==> config.mk <==
export PLATFORM = sky130hd
export DESIGN_NAME = drc_regs
export DESIGN_NICKNAME = d
export VERILOG_FILES = /design/src/drc_pkg.sv /design/src/drc_osc.sv /design/src/drc_clkdiv.sv /design/src/drc_regs.sv
export SDC_FILE = /design/constraint.sdc
export NUM_CORES = 1
export LEC_CHECK = 0
export ABC_AREA = 1
export BUFFER_PORTS_ARGS = -buffer_cell sky130_fd_sc_hd__buf_4
export CORE_MARGIN = 3
export CORE_UTILIZATION = 30
export CTS_BUF_LIST = sky130_fd_sc_hd__clkbuf_8
export DETAILED_ROUTE_END_ITERATION = 6
export GPL_TIMING_DRIVEN = 1
export MAX_ROUTING_LAYER = met4
export PLACE_DENSITY = 0.59
export SLEW_MARGIN = 20
export SYNTH_ARGS = -nofsm -noshare
export SYNTH_HDL_FRONTEND = slang
export SYNTH_HIERARCHICAL = 1
export SYNTH_SLANG_ARGS = --single-unit
==> constraint.sdc <==
create_clock -name core_clk_i -period 1.7 [get_ports core_clk_i]
set_input_delay 0.34 -clock core_clk_i [delete_from_list [all_inputs] [get_ports core_clk_i]]
set_output_delay 0.34 -clock core_clk_i [all_outputs]
set_load 0.01 [all_outputs]
==> src/drc_pkg.sv <==
/*
  shared constants and carrier types for the digital i/o and reference
  configuration block. assumes a 100 MHz core clock.
*/
package drc_pkg;
  // register indices on the register port
  localparam logic [4:0] ADDR_PIN_STATE = 5'h05; // pin state and convert
  localparam logic [4:0] ADDR_PIN_DIR = 5'h06; // pin direction control
  localparam logic [4:0] ADDR_REF_OSC = 5'h07; // reference / oscillator config
  // field positions
  localparam int BIT_CONVERT_BUSY = 7; // convert_busy_flag
  localparam int NUM_PINS = 4; // digital pins
  // reset values
  localparam logic [3:0] RST_PIN_DIR = 4'h0; // all pins inputs
  localparam logic [3:0] RST_PIN_LATCH = 4'h0; // output latch cleared
  localparam logic [5:0] RST_REF_OSC = 6'h00; // everything powered down
  // timing: internal oscillator frequency and core clock period
  localparam int CLK_PERIOD_NS = 10;
  localparam int OSC_FREQ_KHZ = 2500;
  localparam int OSC_HALF_NS = 1000000 / (2 * OSC_FREQ_KHZ);
  localparam int OSC_HALF_CYC = (OSC_HALF_NS / CLK_PERIOD_NS < 1) ? 1 : OSC_HALF_NS / CLK_PERIOD_NS;
  // falling conversion clock edges between a start write and the start
  localparam logic [1:0] START_FALLS = 2'h2;

  // reference voltage selection seen by the analog side
  typedef enum logic [1:0] {
    REF_2V500,
    REF_2V048,
    REF_1V150
  } drc_ref_level_type;

  // reference / oscillator register fields, bit 5 down to bit 0
  typedef struct packed {
    logic clk_src_sel; // ref_clock_source_select
    logic osc_en; // oscillator_enable_bit
    logic ref_en; // reference_enable_bit
    logic buf_en; // buffer_enable_bit
    logic two_volt; // two_volt_select
    logic bandgap; // bandgap_select
  } drc_ref_cfg_type;

  // register port request
  typedef struct packed {
    logic wr; // write strobe, one cycle, at the latching serial edge
    logic rd; // read sample strobe, one cycle
    logic [4:0] addr; // register index
    logic [7:0] wdata; // write byte
  } drc_reg_req_type;
endpackage : drc_pkg

==> src/drc_osc.sv <==
/*
  internal oscillator model: a 2.5 MHz square wave derived from the core
  clock while enabled. assumes the core clock rate named in the package.
*/
module drc_osc (
  // clock and reset
  input wire logic core_clk_i,
  input wire logic rst_i,
  input wire logic ce_i,
  // control and output
  input wire logic run_i,
  output logic osc_clk_o
);
  localparam logic [7:0] HALF = 8'(drc_pkg::OSC_HALF_CYC - 1);

  logic [7:0] cnt; // half-period counter
  logic [7:0] next_cnt;
  logic next_osc_clk;

  // stopped oscillator parks low so the pin never glitches on enable
  always_comb begin
    next_cnt = cnt;
    next_osc_clk = osc_clk_o;
    if (!run_i) begin
      next_cnt = 8'h00;
      next_osc_clk = 1'b0;
    end else if (cnt == HALF) begin
      next_cnt = 8'h00;
      next_osc_clk = ~osc_clk_o;
    end else begin
      next_cnt = cnt + 8'h01;
    end
  end

  // registers
  always_ff @(posedge core_clk_i or posedge rst_i) begin
    if (rst_i) begin
      cnt <= 8'h00;
      osc_clk_o <= 1'b0;
    end else if (ce_i) begin
      cnt <= next_cnt;
      osc_clk_o <= next_osc_clk;
    end
  end
endmodule : drc_osc

==> src/drc_clkdiv.sv <==
/*
  conversion clock divider: divides the sampled external clock level by
  1, 2, 4 or 8 and flags each falling edge of the result. the external
  clock must be slower than half the core clock.
*/
module drc_clkdiv (
  // clock and reset
  input wire logic core_clk_i,
  input wire logic rst_i,
  input wire logic ce_i,
  // external clock and divide select
  input wire logic ext_clk_i,
  input wire logic [1:0] div_sel_i,
  // conversion clock
  output logic conv_clk_o,
  output logic conv_fall_o
);
  logic ext_q; // previous external level
  logic [2:0] cnt; // external rising edge count
  logic next_ext_q;
  logic [2:0] next_cnt;
  logic next_conv_clk;

  // pick the counter bit that gives the chosen division factor
  always_comb begin
    next_ext_q = ext_clk_i;
    next_cnt = (ext_clk_i && !ext_q) ? cnt + 3'h1 : cnt;
    case (div_sel_i)
      2'h0: next_conv_clk = ext_clk_i;
      2'h1: next_conv_clk = next_cnt[0];
      2'h2: next_conv_clk = next_cnt[1];
      2'h3: next_conv_clk = next_cnt[2];
      default: next_conv_clk = ext_clk_i;
    endcase
  end

  assign conv_fall_o = conv_clk_o && !next_conv_clk && ce_i;

  // registers
  always_ff @(posedge core_clk_i or posedge rst_i) begin
    if (rst_i) begin
      ext_q <= 1'b0;
      cnt <= 3'h0;
      conv_clk_o <= 1'b0;
    end else if (ce_i) begin
      ext_q <= next_ext_q;
      cnt <= next_cnt;
      conv_clk_o <= next_conv_clk;
    end
  end
endmodule : drc_clkdiv

==> src/drc_regs.sv <==
/*
  digital i/o and reference configuration registers (indices 5 to 7):
  four direction-programmable pins with pin readback, a conversion start
  and busy bit, and the reference / oscillator controls.
  assumes the serial engine issues one-cycle write and read strobes in the
  core clock domain and that the conversion engine reports busy.
*/
// Behaviour
// - input pin state follows pin, ignores writes
// - state read returns actual pin levels
// - start conversion on second conversion clock fall
// - busy flag reads conversion in progress
// - state bits 6 to 4 read zero
// - direction bit one drives pin from latch
// - reset: pins inputs, latch and busy zero
// - source select picks reference clock origin
// - oscillator enable drives 2.5 MHz on pin
// - reference enable powers the voltage reference
// - buffer enable powers the reference buffer
// - bandgap gives 1.15 V, else two-volt select
// - oscillator runs on pin, enable, or source-and-ref
// - conversion clock is external clock over 1/2/4/8
module drc_regs (
  // clock, reset and clock enable
  input wire logic core_clk_i,
  input wire logic rst_i,
  input wire logic ce_i,
  // register port from the serial engine
  input wire drc_pkg::drc_reg_req_type reg_req_i,
  output logic [7:0] reg_rdata_o,
  // digital i/o pins
  input wire logic [drc_pkg::NUM_PINS-1:0] dio_i,
  output logic [drc_pkg::NUM_PINS-1:0] dio_o,
  output logic [drc_pkg::NUM_PINS-1:0] dio_oe_o,
  // external clock pin
  input wire logic ext_clk_i,
  output logic ext_clk_o,
  output logic ext_clk_oe_o,
  // oscillator enable pin and clock divide field
  input wire logic oscillator_enable_pin_pin_i,
  input wire logic [1:0] clock_divide_field_i,
  // conversion engine
  input wire logic conv_busy_i,
  output logic conv_start_o,
  output logic conversion_clock_o,
  // analog controls
  output logic ref_clk_o,
  output logic osc_run_o,
  output logic ref_power_o,
  output logic buf_power_o,
  output drc_pkg::drc_ref_level_type ref_level_o
);
  typedef enum {
    ST_IDLE,
    ST_ARMED,
    ST_ONE_FALL
  } drc_start_type;

  localparam int NP = drc_pkg::NUM_PINS;

  logic [NP-1:0] pin_latch; // output latch
  logic [NP-1:0] pin_dir; // output_enable bits
  drc_pkg::drc_ref_cfg_type ref_cfg; // reference / oscillator fields
  drc_start_type start_st; // conversion start sequencer
  logic [NP-1:0] next_pin_latch;
  logic [NP-1:0] next_pin_dir;
  drc_pkg::drc_ref_cfg_type next_ref_cfg;
  drc_start_type next_start_st;
  logic next_conv_start;
  logic [7:0] next_rdata;
  logic osc_clk; // internal oscillator output
  logic conv_fall; // one-cycle flag per conversion clock falling edge
  logic busy_any; // pending start or conversion running
  logic wr_state; // write to pin state register
  logic wr_dir; // write to direction register
  logic wr_ref; // write to reference / oscillator register
  logic start_req; // write that asks for a conversion

  assign wr_state = reg_req_i.wr && reg_req_i.addr == drc_pkg::ADDR_PIN_STATE;
  assign wr_dir = reg_req_i.wr && reg_req_i.addr == drc_pkg::ADDR_PIN_DIR;
  assign wr_ref = reg_req_i.wr && reg_req_i.addr == drc_pkg::ADDR_REF_OSC;
  assign start_req = wr_state && reg_req_i.wdata[drc_pkg::BIT_CONVERT_BUSY];

  // output latch, one slice per pin; a pin set as input keeps its latch
  genvar gi;
  generate
    for (gi = 0; gi < NP; gi++) begin : g_pin
      always_comb begin
        next_pin_latch[gi] = pin_latch[gi];
        if (wr_state && pin_dir[gi]) begin
          next_pin_latch[gi] = reg_req_i.wdata[gi];
        end
      end
      assign dio_o[gi] = pin_latch[gi];
      assign dio_oe_o[gi] = pin_dir[gi];
    end
  endgenerate

  // configuration registers; reserved upper bits are simply not stored
  always_comb begin
    next_pin_dir = pin_dir;
    next_ref_cfg = ref_cfg;
    if (wr_dir) begin
      next_pin_dir = reg_req_i.wdata[NP-1:0];
    end
    if (wr_ref) begin
      next_ref_cfg = reg_req_i.wdata[5:0];
    end
  end

  // start sequencer: a new start write restarts the edge count, since the
  // count is defined from the serial edge that latched the byte
  always_comb begin
    next_start_st = start_st;
    next_conv_start = 1'b0;
    if (start_req) begin
      next_start_st = ST_ARMED;
    end else begin
      case (start_st)
        ST_IDLE: begin
          next_start_st = ST_IDLE;
        end
        ST_ARMED: begin
          if (conv_fall) begin
            next_start_st = ST_ONE_FALL;
          end
        end
        ST_ONE_FALL: begin
          if (conv_fall) begin
            next_start_st = ST_IDLE;
            next_conv_start = 1'b1;
          end
        end
        default: begin
          next_start_st = ST_IDLE;
        end
      endcase
    end
  end

  // busy covers the wait before the start so software never sees a gap
  assign busy_any = conv_busy_i || conv_start_o || start_st != ST_IDLE;

  // read mux, sampled on the read strobe; unmapped indices read zero
  always_comb begin
    next_rdata = reg_rdata_o;
    if (reg_req_i.rd) begin
      case (reg_req_i.addr)
        drc_pkg::ADDR_PIN_STATE: next_rdata = {busy_any, 3'h0, dio_i};
        drc_pkg::ADDR_PIN_DIR: next_rdata = {4'h0, pin_dir};
        drc_pkg::ADDR_REF_OSC: next_rdata = {2'h0, ref_cfg};
        default: next_rdata = 8'h00;
      endcase
    end
  end

  // registers
  always_ff @(posedge core_clk_i or posedge rst_i) begin
    if (rst_i) begin
      pin_latch <= drc_pkg::RST_PIN_LATCH;
      pin_dir <= drc_pkg::RST_PIN_DIR;
      ref_cfg <= drc_pkg::RST_REF_OSC;
      start_st <= ST_IDLE;
      conv_start_o <= 1'b0;
      reg_rdata_o <= 8'h00;
    end else if (ce_i) begin
      pin_latch <= next_pin_latch;
      pin_dir <= next_pin_dir;
      ref_cfg <= next_ref_cfg;
      start_st <= next_start_st;
      conv_start_o <= next_conv_start;
      reg_rdata_o <= next_rdata;
    end
  end

  // oscillator runs for any of three causes; only the enable bit drives the pin
  assign osc_run_o = oscillator_enable_pin_pin_i || ref_cfg.osc_en || (ref_cfg.clk_src_sel && ref_cfg.ref_en);
  assign ext_clk_oe_o = ref_cfg.osc_en;
  assign ext_clk_o = osc_clk;

  drc_osc drc_osc_i (
    .core_clk_i(core_clk_i),
    .rst_i(rst_i),
    .ce_i(ce_i),
    .run_i(osc_run_o),
    .osc_clk_o(osc_clk)
  );

  // while the oscillator drives the pin, the pin level is the oscillator
  drc_clkdiv drc_clkdiv_i (
    .core_clk_i(core_clk_i),
    .rst_i(rst_i),
    .ce_i(ce_i),
    .ext_clk_i(ext_clk_oe_o ? osc_clk : ext_clk_i),
    .div_sel_i(clock_divide_field_i),
    .conv_clk_o(conversion_clock_o),
    .conv_fall_o(conv_fall)
  );

  // reference clock: divided pin clock or the internal oscillator
  assign ref_clk_o = ref_cfg.clk_src_sel ? osc_clk : conversion_clock_o;
  assign ref_power_o = ref_cfg.ref_en;
  assign buf_power_o = ref_cfg.buf_en;

  // bandgap select overrides the two-volt select
  always_comb begin
    if (ref_cfg.bandgap) begin
      ref_level_o = drc_pkg::REF_1V150;
    end else if (ref_cfg.two_volt) begin
      ref_level_o = drc_pkg::REF_2V048;
    end else begin
      ref_level_o = drc_pkg::REF_2V500;
    end
  end

  // helper: conversion clock falls seen since the last start write
  logic [1:0] falls_seen;
  always_ff @(posedge core_clk_i or posedge rst_i) begin
    if (rst_i) begin
      falls_seen <= 2'h0;
    end else if (ce_i) begin
      if (start_req) begin
        falls_seen <= 2'h0;
      end else if (conv_fall && falls_seen != 2'h3) begin
        falls_seen <= falls_seen + 2'h1;
      end
    end
  end
endmodule : drc_regs

# [Yosys cells after proc, flatten, opt, wreduce, memory -nomap -nowiden]
# Index checks and enable logic that the tools add are counted.
[totals] wordCells=81 regBits=69
[classes] bitwise_logic=1 reduce_logical=29 muxes=18 add_sub_neg=2 eq_ne=12
[op_table] operator="$mux W32" count=3
[op_table] operator="$pmux W32 S2" count=1
[op_table] operator="$eq A32 B1 Y1 const B" count=1
[op_table] operator="$eq A32 B2 Y1 const B" count=1
[op_table] operator="$reduce_bool A32 Y1" count=1
[op_table] operator="$pmux W8 S3" count=1
[op_table] operator="$mux W8" count=2
[op_table] operator="$reduce_and A2 Y1" count=8
[op_table] operator="$eq A5 B3 Y1 const B" count=3
[op_table] operator="$logic_and A1 B1 Y1" count=12
[op_table] operator="$add A8 B1 Y8 const B" count=1
[op_table] operator="$eq A8 B5 Y1 const B" count=1
[op_table] operator="$mux W1" count=8
[op_table] operator="$ne A3 B3 Y1 const B" count=2
[op_table] operator="$eq A2 B2 Y1 const B" count=2
[op_table] operator="$logic_or A1 B1 Y1" count=4
[op_table] operator="$pmux W1 S4" count=1
[op_table] operator="$add A3 B1 Y3 const B" count=1
[op_table] operator="$mux W3" count=1
[op_table] operator="$reduce_and A3 Y1" count=1
[op_table] operator="$eq A2 B1 Y1 const B" count=1
[op_table] operator="$logic_not A1 Y1" count=2
[op_table] operator="$logic_not A2 Y1" count=1
[op_table] operator="$mux W2" count=1
[op_table] operator="other kinds (2)" count=2

# [Longest topological paths before layout]
[logic_depth] ltp_word=10 depth_mapped=16 depth_no_buf=16

# [Modules after synthesis]
# Netlist, hierarchy kept.
[modules_own_cells] module="drc_regs" instances=1 area_per_inst_um2=1246.2 cells_each=156
[modules_own_cells] module="drc_osc" instances=1 area_per_inst_um2=531.8 cells_each=74
[modules_own_cells] module="drc_clkdiv" instances=1 area_per_inst_um2=365.4 cells_each=58

# [Least setup slack after synthesis]
# No wires, ideal clock.
[synth_path] path_type="reg-to-reg" from="register ref_cfg, in the netlist ext_clk_oe_o" to="register start_st[1]" path_buffers=0 period_less_slack_ps=1634 setup_slack_ps=66 required_ps=1581 t_arrival_ps=1515 stages_incl_launch_ff=15 setup_ps=119 cell_sequence="dfrtp_1 inv_1 nand2_1 nand2_1 nand2_1 nand2_1 nand3_2 a21boi_1 nand2_1 nor2_1 inv_1 nand2_1 nand2_1 a21oi_1 nor2_1"
[synth_via] elab_chain_cells=9 elab_cells_between_ends=10 classes_between="eq/ne: 2; mux: 3; reduce/logical: 5"
[synth_lines] item="start, declared" line_no="drc_regs.sv:63" text="drc_pkg::drc_ref_cfg_type ref_cfg;"
[synth_lines] item="start signal, assigned" line_no="drc_regs.sv:162" text="ref_cfg <= drc_pkg::RST_REF_OSC;"
[synth_lines] item="start signal, assigned" line_no="drc_regs.sv:169" text="ref_cfg <= next_ref_cfg;"
[synth_lines] item="$mux W1 *" line_no="drc_regs.sv:194" text=".ext_clk_i(ext_clk_oe_o ? osc_clk : ext_clk_i),"
[synth_lines] item="$logic_and A1 B1 Y1" line_no="drc_clkdiv.sv:27" text="next_cnt = (ext_clk_i && !ext_q) ? cnt + 3'h1 : cnt;"
[synth_lines] item="$mux W3" line_no="drc_clkdiv.sv:27"
[synth_lines] item="$pmux W1 S4 *" line_no="drc_clkdiv.sv:28" text="case (div_sel_i)"
[synth_lines] item="$logic_not A1 Y1 *" line_no="drc_clkdiv.sv:37" text="assign conv_fall_o = conv_clk_o && !next_conv_clk && ce_i;"
[synth_lines] item="$logic_and A1 B1 Y1 * (2 in series)" line_no="drc_clkdiv.sv:37"
[synth_lines] item="via conv_fall" line_no="drc_regs.sv:72" text="logic conv_fall;"
[synth_lines] item="$ne A3 B3 Y1 (no source line)"
[synth_lines] item="$reduce_and A3 Y1 (no source line) *"
[synth_lines] item="end signal, assigned" line_no="drc_regs.sv:170" text="start_st <= next_start_st;"
[synth_lines] item="end, declared" line_no="drc_regs.sv:64" text="drc_start_type start_st;"
# Mark *: on every way through the listed nets, which the timed path passes. The rest lies on a longest branch.
# A chain may end at the register's enable or synchronous reset.

# [Worst setup path after layout]
# Same ends and word-level chain as after synthesis.

==> flow_summary.toml <==
[placed_design]
portBuffers = 50
pre_cts_ws_ns = -0.121
dp_hpwl_um = 4140
routabilityCongestion = 0.823
dp.cells = 440

[sta]
fin_crit_ns = 1.64
clock_skew_ns = 0.00940
period_share_pct = 96.8
hold_viol_final = 0
slew_violations = 0
setup_slack_ns = 0.0550
setup_viol = 0
rsz0062_at_grt = "yes"
max_freq_mhz = 608

[flow_run]
maxCapViolCount = 0

[cells_and_area]
drive_gt1_share_pct = 29.8
diodes = 0
ff_latch_area_um2 = 952
multi_input_area_mm2 = 0.00107
layout.cells.non_filler = 452
syn_to_final_growth_pct = 34.1
fill_cells = 727
nets = 384

[synth]
synthCells = 288
synth.most_common_cell = "nand2_1"
synth_area_leaders = "dfrtp_1 44%, nand2_1 17%, nand3_1 7.5%"
async_flop_share_pct = 100
synth_area_mm2 = 0.00214
synth_nets = 317
ys_ff_latch = 38
ys_seq_area_share_pct = 44.4
synth-main-ff-cell = "dfrtp_1"
synth_top_area_share_pct = 44.4
ys_warn_count = 6
synth_edf_count = 0
synth_area_leader_cell = "dfrtp_1"
avgSynthCellArea_um2 = 7.44
netlist_top_cells_count = "98 x nand2_1, 38 x dfrtp_1, 32 x inv_1, 32 x nand3_1, 15 x nor2_1"
yosys.cell_types.count = 31

[setup_path]
path_class = "reg -> reg"
cp_max_fo = 6
crit_required_ns = 1.92
cp.buffers_inverters = 2
cp_top_family = "simple AND/OR/NAND/NOR gates"
startpoint_type = "flip-flop"
critPathMaxStageDelay_ns = 0.40
path_common_cell = "nand2_1"
crit_path_end_kind = "flip-flop"
arrival_ns = 1.87
slowest_stage = "dfrtp_1"
path_cells = "inv_2 > nand2_2 > nand2_4 > nand2_4 > nand2_4 > nand3_2 > a21boi_1 > nand2_1 > nor2_2 > inv_1 > nand2_1 > nand2_2 > nand2_1 > nand2_1 > nor2_1"

[grt]
grt_first_pass_wirelength_um = 9280
grt_use_total_pct = 14.0
grt_max_degree = 32
antenna_found_initial = 0
grt_overflow_total = 0
grt_pass1_vias = 2003

[detailed_routing]
via_count = 2070
drc = 0
wl_um = 5420
drtIter0Drc = 99
drt_first_pass_iters = 4
drtAntennaViolNets = 0
routedWlPerCell_um = 12.0
vias_per_cell = 4.58

[clock_network]
cts_tree = "done"
cts_sinks = 38
htreeDepth = 2
cts_root_buffer = "clkbuf_8"
clk_path_buf_depth = 2
clkLatencyLatePin_ns = 0.29
cts_buffers = 5
clk_pin_slew_worst_paths_ns = 0.08

[floorplan]
ios = 53
fp.dieH_um = 90.5
std_cell_rows = 30
die-area_mm2 = 0.00819
start_util_pct = 31.2
die_w_um = 90.5
core_mm2 = 0.00687

[pwr]
power_density_mw_per_mm2 = 1100
peakVddDrop_uv = 372
leakagePower_nw = 1.52

[worst_hold_path]
hold_path.class = "in -> reg"

[status]
run_status = "completed"
layout by cell type, fill, tap and decap left out:
cell type / count
a211o_4: 1
a21boi_1: 1
a21oi_1: 4
a21oi_2: 2
a31oi_1: 2
buf_12: 1
buf_4: 62
clkbuf_8: 6
clkinv_2: 1
clkinv_4: 1
clkinvlp_4: 1
conb_1: 1
dfrtp_1: 37
dfrtp_2: 1
dlygate4sd3_1: 1
ha_1: 2
inv_1: 31
inv_2: 4
mux2_2: 1
nand2_1: 93
nand2_2: 9
nand2_4: 6
nand3_1: 32
nand3_2: 1
nand4_1: 9
nor2_1: 14
nor2_2: 6
nor2_4: 3
nor4_1: 1
o21a_1: 2
o21ai_0: 11
o21ai_1: 4
o21bai_1: 1
o22ai_1: 1
o31ai_1: 3
final cells by class:
class                      count  share of cell area (%)
sequential                    38                    33.1
inverter                      36                    4.88
tap                           96                    4.18
timing repair buffer          64                    17.2
clock inverter                 2                   0.435
clock buffer                   6                    2.87
multi-input combinational    210                    37.3
cell families after synthesis:
family,count (synthesis),synth area share [%]
AO/OA/AOI/OAI,32,8.81
adder cells (fa/ha/maj),2,1.17
buffers and inverters,40,7.65
flip-flops,38,44.4
multiplexers,1,0.525
other,1,0.175
AND/OR/NAND/NOR,174,37.3
power by group:
part	switching (W)	internal [W]
clock network	0.000331	0.000326
logic	0.000647	0.000544
registers	0.000208	0.00110
total	0.00119	0.00197
flip-flops by register name (all words and copies together), names as in the netlist, 2 cells and up:
signal	cells
drc_clkdiv_i/cnt	3
ref_cfg	3
reg_rdata_o	7
dio_o	4
drc_osc_i/cnt	8
start_st	2
dio_oe_o	4
tightest hold or removal path, stage by stage:
cell and delay (ns):
buf_4 0.09, nand2_1 0.05, nand2_1 0.05
per-layer routing:
layer,share of wire [%],vias up,GRT usage (%)
li1,-,1057,-
met1,46,965,17.7
met2,50,46,23.3
met3,3.9,2,3.08
met4,0.31,0,2.81
met5,0,-,-
timing repair:
action,4_1_cts,5_1_grt
hold buffers,1,0
buffers inserted,0,3
pin swaps,0,10
endpoints found under the hold margin,5,0
setup endpoints to repair,4,4
gates resized for setup,4,10
final timing paths:
path / end / slack, ns / from / cells past startpoint
worst max-delay path: start_st[1] / 0.06 / ext_clk_oe_o / 15
worst min-delay path: dio_oe_o[2] / 0.27 / reg_req_i[2] / 3
worst max register to register: start_st[1] / 0.06 / ext_clk_oe_o / 15
worst min register to register: reg_rdata_o[0] / 0.49 / reg_rdata_o[0] / 2
max in group asynchronous: reg_rdata_o[4] / 0.78 / rst_i / 4
min in group asynchronous: drc_clkdiv_i/conv_clk_o / 0.54 / rst_i / 3
through the flow:
| stage | hold WS [ns] | power [W] | util [%] | area (um2) | TNS, ns |
|---|---|---|---|---|---|
| floorplan | 0.119 | 0.00196 | - | 2140 | 0 |
| global placement | 0.298 | 0.00238 | 39.3 | 2700 | -0.114 |
| detailed placement | 0.297 | 0.00240 | 39.3 | 2700 | -0.243 |
| CTS | 0.263 | 0.00309 | 41.1 | 2820 | -0.0294 |
| global route | 0.291 | 0.00341 | 41.8 | 2870 | -0.243 |
| finish | 0.268 | 0.00315 | 41.8 | 2870 | 0 |
No activity file was read; power rests on OpenSTA's default activity.
